## src/rtl/range_pkg.sv

```systemverilog
package range_pkg;
    // register byte addresses
    localparam logic [7:0] ADDR_CTRL   = 8'h00;
    localparam logic [7:0] ADDR_STATUS = 8'h04;
    localparam logic [7:0] ADDR_CLEAR  = 8'h08;

    // range code bounds and reset value
    localparam logic [3:0] RANGE_MIN   = 4'h2;
    localparam logic [3:0] RANGE_MAX   = 4'he;
    localparam logic [3:0] RANGE_RESET = 4'h2;
    localparam int         NUM_RANGES  = 13;

    // loop filter thresholds in external mode (range below -> code)
    localparam logic [3:0] LF_EDGE1 = 4'h6;
    localparam logic [3:0] LF_EDGE2 = 4'ha;
    localparam logic [3:0] LF_EDGE3 = 4'hd;

    // timing
    localparam int CLK_PERIOD_NS = 100;
    localparam int DIR_SETUP_NS  = 10;
    localparam int LOCK_DELAY_NS = 90;
    localparam int LOCKOUT_US    = 80;
    localparam int DIR_SETUP_CYC = (DIR_SETUP_NS + CLK_PERIOD_NS - 1) / CLK_PERIOD_NS;
    localparam int LOCK_DELAY_CYC = (LOCK_DELAY_NS + CLK_PERIOD_NS - 1) / CLK_PERIOD_NS;
    localparam int LOCKOUT_CYC   = (LOCKOUT_US * 1000 + CLK_PERIOD_NS - 1) / CLK_PERIOD_NS;
    localparam int CNT_W = 10;

    // control register layout
    typedef struct packed {
        logic       cal_half_octave_value; // bit 8
        logic       cal_override_sel;      // bit 7
        logic       host_loop_filter_bit1; // bit 6
        logic       host_loop_filter_bit0; // bit 5
        logic       ext_mode;              // bit 4
        logic [3:0] range_value;           // bits 3:0
    } ctrl_t;
    localparam int CTRL_W = 9;

    // status register layout
    typedef struct packed {
        logic [1:0] loop_filter;       // bits 9:8
        logic       lockout;           // bit 7
        logic       half_octave_bit;   // bit 6
        logic       out_of_range_flag; // bit 5
        logic       unlock_flag;       // bit 4
        logic [3:0] range_code;        // bits 3:0
    } status_t;

    localparam int CLEAR_BIT = 0;

    typedef enum logic [1:0] {
        ST_IDLE,
        ST_SETUP,
        ST_HOLD,
        ST_LOCKOUT
    } step_state_t;
endpackage : range_pkg

```

## src/rtl/octave_range_select.sv

```systemverilog
// The implementer's own choices: the Wishbone register port and the placing of the registers.
`timescale 1ns/1ns
// Operation
// - thirteen octave ranges held in up/down counter
// - external mode judges tuning voltage low/high
// - too-low indication steps range down one
// - active-low too-high steps range up one
// - direction settles before the counting edge
// - lockout 80us after each range step
// - lockout starts from step delayed 90ns
// - filter bits from range, or host bits
// - either phase indication sets unlock flag
// - no step outside range codes 2..14
// - step needed at endpoint sets out-of-range
// - flags latched until host clear pulse
// - half-octave bit is inverted mid comparator
// - calibration select overrides half-octave bit
module octave_range_select
    import range_pkg::*;
(
    input  wire logic        CLK,
    input  wire logic        SYS_RST,
    input  wire logic        WB_CYC_I,
    input  wire logic        WB_STB_I,
    input  wire logic        WB_WE_I,
    input  wire logic [7:0]  WB_ADR_I,
    input  wire logic [3:0]  WB_SEL_I,
    input  wire logic [31:0] WB_DAT_I,
    output logic      [31:0] WB_DAT_O,
    output logic             WB_ACK_O,
    input  wire logic        TOO_LOW,
    input  wire logic        TOO_HIGH_N,
    input  wire logic        MID_CMP,
    input  wire logic        PHASE_RISING,
    input  wire logic        PHASE_FALLING_N,
    output logic      [3:0]  RANGE,
    output logic             STEP_UP,
    output logic             STEP_CLK,
    output logic      [1:0]  LOOP_FILTER,
    output logic             HALF_OCTAVE,
    output logic             UNLOCK,
    output logic             OUT_OF_RANGE
);
    import range_pkg::*;

    localparam int NSYNC = 5;
    // reset to the idle pin levels, else a false too-high or phase event follows reset
    localparam logic [NSYNC-1:0] SYNC_IDLE = 5'h12;

    function automatic logic [1:0] filter_of(input logic [3:0] r);
        if (r < LF_EDGE1)
            filter_of = 2'h0;
        else if (r < LF_EDGE2)
            filter_of = 2'h1;
        else if (r < LF_EDGE3)
            filter_of = 2'h2;
        else
            filter_of = 2'h3;
    endfunction : filter_of

    // two-flop synchronisers; only stage 2 is looked at
    logic [NSYNC-1:0] sync1;
    logic [NSYNC-1:0] sync2;
    logic [NSYNC-1:0] raw_in;
    assign raw_in = {PHASE_FALLING_N, PHASE_RISING, MID_CMP, TOO_HIGH_N, TOO_LOW};

    genvar gi;
    generate
        for (gi = 0; gi < NSYNC; gi++)
        begin : g_sync
            always_ff @(posedge CLK or posedge SYS_RST)
            begin
                if (SYS_RST)
                begin
                    sync1[gi] <= SYNC_IDLE[gi];
                    sync2[gi] <= SYNC_IDLE[gi];
                end
                else
                begin
                    sync1[gi] <= raw_in[gi];
                    sync2[gi] <= sync1[gi];
                end
            end
        end
    endgenerate

    logic want_down;
    logic want_up;
    logic mid_s;
    logic phase_bad;
    assign want_down = sync2[0];
    assign want_up   = ~sync2[1];
    assign mid_s     = sync2[2];
    assign phase_bad = sync2[3] | ~sync2[4];

    // bus slave
    ctrl_t       ctrl;
    ctrl_t       next_ctrl;
    logic        ack;
    logic        next_ack;
    logic [31:0] rdata;
    logic [31:0] next_rdata;
    logic        wr_ctrl;
    logic        flag_clear_n;
    status_t     stat;
    logic        bus_req;

    assign bus_req = WB_CYC_I & WB_STB_I & ~ack;

    always_comb
    begin
        next_ctrl = ctrl;
        next_ack = bus_req;
        next_rdata = 32'h0000_0000;
        wr_ctrl = 1'b0;
        flag_clear_n = 1'b1;
        if (bus_req && WB_WE_I)
        begin
            case (WB_ADR_I)
                ADDR_CTRL:
                begin
                    // cal bits arrive in the same write as range and filter bits
                    if (WB_SEL_I[0])
                        next_ctrl[7:0] = WB_DAT_I[7:0];
                    if (WB_SEL_I[1])
                        next_ctrl[8] = WB_DAT_I[8];
                    wr_ctrl = WB_SEL_I[0];
                end
                ADDR_CLEAR:
                    flag_clear_n = ~(WB_SEL_I[0] & WB_DAT_I[CLEAR_BIT]);
                default:
                    next_ctrl = ctrl;
            endcase
        end
        else if (bus_req)
        begin
            case (WB_ADR_I)
                ADDR_CTRL:   next_rdata = {{(32-CTRL_W){1'b0}}, ctrl};
                ADDR_STATUS: next_rdata = {22'h0, stat};
                default:     next_rdata = 32'h0000_0000;
            endcase
        end
    end

    always_ff @(posedge CLK or posedge SYS_RST)
    begin
        if (SYS_RST)
        begin
            ctrl  <= '0;
            ack   <= 1'b0;
            rdata <= 32'h0000_0000;
        end
        else
        begin
            ctrl  <= next_ctrl;
            ack   <= next_ack;
            rdata <= next_rdata;
        end
    end

    assign WB_ACK_O = ack;
    assign WB_DAT_O = rdata;

    // range stepping
    step_state_t      state;
    step_state_t      next_state;
    logic [3:0]       range_code;
    logic [3:0]       next_range;
    logic             dir_up;
    logic             next_dir_up;
    logic             step_clk;
    logic             next_step_clk;
    logic [CNT_W-1:0] cnt;
    logic [CNT_W-1:0] next_cnt;
    logic             oor_hit;
    logic             at_end;

    always_comb
    begin
        next_state = state;
        next_range = range_code;
        next_dir_up = dir_up;
        next_step_clk = 1'b0;
        next_cnt = cnt;
        oor_hit = 1'b0;
        at_end = (want_up && range_code >= RANGE_MAX) || (want_down && range_code <= RANGE_MIN);
        if (!ctrl.ext_mode)
        begin
            // internal mode: host owns the counter, no hardware stepping
            next_state = ST_IDLE;
            if (wr_ctrl)
                next_range = next_ctrl.range_value;
        end
        else
        begin
            case (state)
                ST_IDLE:
                begin
                    if (want_up ^ want_down)
                    begin
                        if (at_end)
                            oor_hit = 1'b1;
                        else
                        begin
                            next_dir_up = want_up;
                            next_cnt = CNT_W'(DIR_SETUP_CYC);
                            next_state = ST_SETUP;
                        end
                    end
                    else if (want_up && want_down)
                        oor_hit = 1'b0;
                end
                ST_SETUP:
                begin
                    if (cnt > CNT_W'(1))
                        next_cnt = cnt - CNT_W'(1);
                    else
                    begin
                        // count edge after direction has settled
                        next_step_clk = 1'b1;
                        if (dir_up && range_code < RANGE_MAX)
                            next_range = range_code + 4'h1;
                        else if (!dir_up && range_code > RANGE_MIN)
                            next_range = range_code - 4'h1;
                        next_cnt = CNT_W'(LOCK_DELAY_CYC);
                        next_state = ST_HOLD;
                    end
                end
                ST_HOLD:
                begin
                    // step pulse stays whole until the delayed trigger
                    if (cnt > CNT_W'(1))
                    begin
                        next_step_clk = 1'b1;
                        next_cnt = cnt - CNT_W'(1);
                    end
                    else
                    begin
                        next_cnt = CNT_W'(LOCKOUT_CYC);
                        next_state = ST_LOCKOUT;
                    end
                end
                ST_LOCKOUT:
                begin
                    if (cnt > CNT_W'(1))
                        next_cnt = cnt - CNT_W'(1);
                    else
                    begin
                        next_cnt = '0;
                        next_state = ST_IDLE;
                    end
                end
                default:
                    next_state = ST_IDLE;
            endcase
        end
    end

    always_ff @(posedge CLK or posedge SYS_RST)
    begin
        if (SYS_RST)
        begin
            state      <= ST_IDLE;
            range_code <= RANGE_RESET;
            dir_up     <= 1'b0;
            step_clk   <= 1'b0;
            cnt        <= '0;
        end
        else
        begin
            state      <= next_state;
            range_code <= next_range;
            dir_up     <= next_dir_up;
            step_clk   <= next_step_clk;
            cnt        <= next_cnt;
        end
    end

    // flags, filter and half-octave outputs
    logic       unlock_flag;
    logic       next_unlock;
    logic       out_of_range_flag;
    logic       next_oor;
    logic [1:0] loop_filter;
    logic [1:0] next_lf;
    logic       half_octave_bit;
    logic       next_half;

    always_comb
    begin
        // a set in the same cycle as the clear wins
        next_unlock = (unlock_flag & flag_clear_n) | phase_bad;
        next_oor = (out_of_range_flag & flag_clear_n) | oor_hit;
        if (ctrl.ext_mode)
            next_lf = filter_of(next_range);
        else
            next_lf = {ctrl.host_loop_filter_bit1, ctrl.host_loop_filter_bit0};
        if (ctrl.cal_override_sel)
            next_half = ctrl.cal_half_octave_value;
        else
            next_half = ~mid_s;
    end

    always_ff @(posedge CLK or posedge SYS_RST)
    begin
        if (SYS_RST)
        begin
            unlock_flag       <= 1'b0;
            out_of_range_flag <= 1'b0;
            loop_filter       <= 2'h0;
            half_octave_bit   <= 1'b0;
        end
        else
        begin
            unlock_flag       <= next_unlock;
            out_of_range_flag <= next_oor;
            loop_filter       <= next_lf;
            half_octave_bit   <= next_half;
        end
    end

    assign stat.loop_filter       = loop_filter;
    assign stat.lockout           = (state != ST_IDLE);
    assign stat.half_octave_bit   = half_octave_bit;
    assign stat.out_of_range_flag = out_of_range_flag;
    assign stat.unlock_flag       = unlock_flag;
    assign stat.range_code        = range_code;

    assign RANGE        = range_code;
    assign STEP_UP      = dir_up;
    assign STEP_CLK     = step_clk;
    assign LOOP_FILTER  = loop_filter;
    assign HALF_OCTAVE  = half_octave_bit;
    assign UNLOCK       = unlock_flag;
    assign OUT_OF_RANGE = out_of_range_flag;
endmodule : octave_range_select

```

## config.mk

```make
export PLATFORM = sky130hd
export DESIGN_NAME = octave_range_select
export DESIGN_NICKNAME = d
export VERILOG_FILES = /design/src/rtl/range_pkg.sv /design/src/rtl/octave_range_select.sv
export SDC_FILE = /design/constraint.sdc
export NUM_CORES = 1
export LEC_CHECK = 0
export ABC_AREA = 1
export BUFFER_PORTS_ARGS = -buffer_cell sky130_fd_sc_hd__buf_2
export CORE_MARGIN = 2
export CORE_UTILIZATION = 35
export CTS_CLUSTER_DIAMETER = 150
export CTS_CLUSTER_SIZE = 30
export DETAILED_ROUTE_END_ITERATION = 8
export SYNTH_ARGS = -nofsm -noshare
export SYNTH_HDL_FRONTEND = slang
export SYNTH_SLANG_ARGS = --single-unit
```

## constraint.sdc

```tcl
create_clock -name CLK -period 2 [get_ports CLK]
set_input_delay 0.4 -clock CLK [delete_from_list [all_inputs] [get_ports CLK]]
set_output_delay 0.4 -clock CLK [all_outputs]
set_load 0.01 [all_outputs]
```

==> flow_summary.yaml <==
finish:
  fillers: 831
  multi_input_comb_area_sq_mm: 0.00130
  synthToLayoutAreaGrowth_pct: 17.4
  layout-drive-gt1-share_pct: 27.7
  final_net_count: 470
  antennaDiodeCount: 0
  post-route-util_pct: 42.0
  seqCellArea_sq_mm: 0.00133
critical_path:
  cpLargestDelayFamily: "flip-flops"
  cp.arrival_ns: 2.07
  path_cells: "inv_1 -> ha_1 -> o21ai_0 -> nand2_2 -> nand3_2 -> nand2_4 -> a21oi_1 -> a21oi_2"
  start_kind: "flip-flop"
  worst_setup_path_end_kind: "flip-flop"
  worstPathRequired_ns: 2.21
  max_stage_delay_ns: 0.61
  cp_num_buf_inv: 1
  crit_type: "flip-flop to flip-flop"
  cp_max_fo: 7
  critPathSlowestCell: "dfstp_2"
floorplan:
  core_area_sq_mm: 0.00813
  die_w_um: 95.2
  num_io_pins: 98
  die_area_sq_mm: 0.00906
  die_height_um: 95.2
  num_rows: 33
  start_util_pct: 35.8
pwr:
  power_leakage_nw: 1.76
  p_per_area_mw_per_mm2: 1180
  irDropWorstVdd_mv: 0.652
sta:
  finalClockSkew_ns: 0.00725
  setup_viol_count_final: 0
  max_freq_mhz: 536
  min_period_ns: 1.87
  timing.final.ws_setup_ns: 0.135
  hold_viol: 0
  holdWs_ns: 0.0710
  finalCritPeriodShare_pct: 93.3
  slew_viol_final: 0
yosys:
  synth_cell_types: 37
  ys_seq_area_share_pct: 45.8
  netlist_instances: 340
  synth_edf_count: 0
  netlist.area_leader.share_pct: 41.3
  yosysMostFrequentCell: "nand2_1"
  syn_area_sq_mm: 0.00291
  yosys.area.top_type: "dfrtp_1"
  synth_area_leaders: "dfrtp_1 41%, nand2_1 7.0%, buf_4 5.7%, inv_1 5.5%, dfstp_2 4.5%"
  syn_avg_cell_area_sq_um: 8.56
  ys_warn_count: 0
  synthArstFlopShare_pct: 100
  synth_common_cells: "54 x nand2_1, 48 x dfrtp_1, 43 x inv_1, 22 x buf_4, 22 x nand3_1"
  synth_ff_type: "dfrtp_1"
  ys_ff_latch: 53
hold_path:
  hold_class: "input port to async pin"
clock_network:
  hold_buffers: 0
  insertion_delay_ns: 0.31
  cts-buffers-inserted: 5
  cts_tree: "yes"
  htreeDepth: 2
  clk_pin_slew_ns: 0.09
  cts.sink_count: 53
  clockBufferDepth: 2
  cts-root-buf: "clkbuf_8"
global_route:
  grt_start_max_net_pins: 37
  grt_first_pass_wirelength_um: 10500
  grt_pass1_vias: 2211
  grt_usage_pct: 14.8
  grt-ovfl-total: 0
  antenna_found_initial: 0
placed_design:
  io_buffers: 50
  dpl.hpwl_um: 5000
  place.gp.congestion: 0.886
  place_ws_ns: 0.151
detailed_routing:
  wl_um: 6400
  drt-initial-drc-count: 142
  drc: 0
  firstDrtPassIters: 4
  vias: 2437
  vias_per_cell: 4.75
  ant_nets: 0
  routedWlPerCell_um: 12.5
job:
  drv_cap: 0
status:
  status: "finished clean"
[power by group]
part	switching, mW	internal (mW)	leakage (nW)	total, mW
Clock	0.362	0.249	0.0481	0.610
Sequential	0.182	1.28	0.656	1.46
Combinational	1.21	0.763	1.06	1.98
Total	1.76	2.29	1.76	4.05
[layout by cell type, fill, tap and decap left out, types with 7 or more instances in the layout]
master,n
nand2_1,54
buf_2,50
dfrtp_1,48
inv_1,42
nand3_1,22
conb_1,22
nor2_1,21
nand4_1,19
o21ai_0,17
a21oi_1,17
buf_4,17
ha_1,9
nand2_2,8
nor2_2,7
[sequential cells by signal, indices dropped and copies added, names as in the netlist]
register	count
want_down	1
WB_DAT_O	10
RANGE	4
STEP_UP	1
LOOP_FILTER	2
state	2
cnt	10
OUT_OF_RANGE	1
HALF_OCTAVE	1
STEP_CLK	1
UNLOCK	1
sync1	5
mid_s	1
WB_ACK_O	1
ctrl	9
sync2	3
[metal layers]
metal	up-vias	GRT usage (%)	routed length, um
li1	1205	-	-
met1	1142	21.8	3140
met2	80	21.9	2850
met3	10	2.92	314
met4	0	4.95	87
met5	-	0	0
[through the flow]
stage / setup TNS [ns] / power [mW] / instance area, sq um / instances
floorplan: 0 / 2.84 / 2990 / 361
global placement: 0 / 3.35 / 3300 / 503
detailed placement: 0 / 3.39 / 3300 / 503
CTS: 0 / 4.01 / 3390 / 511
global route: -0.00909 / 4.42 / 3420 / 513
finish: 0 / 4.05 / 3420 / 513
[kinds of logic after synthesis]
group	count (synthesis)	synth area share (%)
AO/OA/AOI/OAI	49	9.46
AND/OR/NAND/NOR	147	25.2
multiplexers	5	1.89
other	1	0.129
XOR/XNOR	4	1.20
adder cells (fa/ha/maj)	9	3.87
buffers and inverters	72	12.5
flip-flops	53	45.8
[path summary, 6_finish.rpt]
check	from	end	slack (ns)	depth (start not counted)
worst max-delay path	RANGE[1]$_DFF_PP1_	LOOP_FILTER[0]$_DFF_PP0_	0.13	8
worst min-delay path	SYS_RST	STEP_CLK$_DFF_PP0_	0.07	2
worst max register to register	RANGE[1]$_DFF_PP1_	LOOP_FILTER[0]$_DFF_PP0_	0.13	8
worst min register to register	sync1[0]$_DFF_PP0_	want_down$_DFF_PP0_	0.36	0
max in group asynchronous	SYS_RST	RANGE[1]$_DFF_PP1_	1.33	3
min in group CLK	PHASE_FALLING_N	sync1[4]$_DFF_PP1_	0.17	1
[final cells by class]
class                      count  share of cell area, %
sequential                    53                   39.0
multi-input combinational    236                   38.1
timing repair buffer          68                   11.6
inverter                      43                   4.73
tap                          105                   3.85
clock buffer                   5                   2.01
clock inverter                 3                  0.659
[timing repair]
action / CTS / global route
buffers inserted: 0 / 2
endpoints found under the setup margin: 0 / 2
resized for setup: 0 / 3
Power figures use the tool's default switching activity.
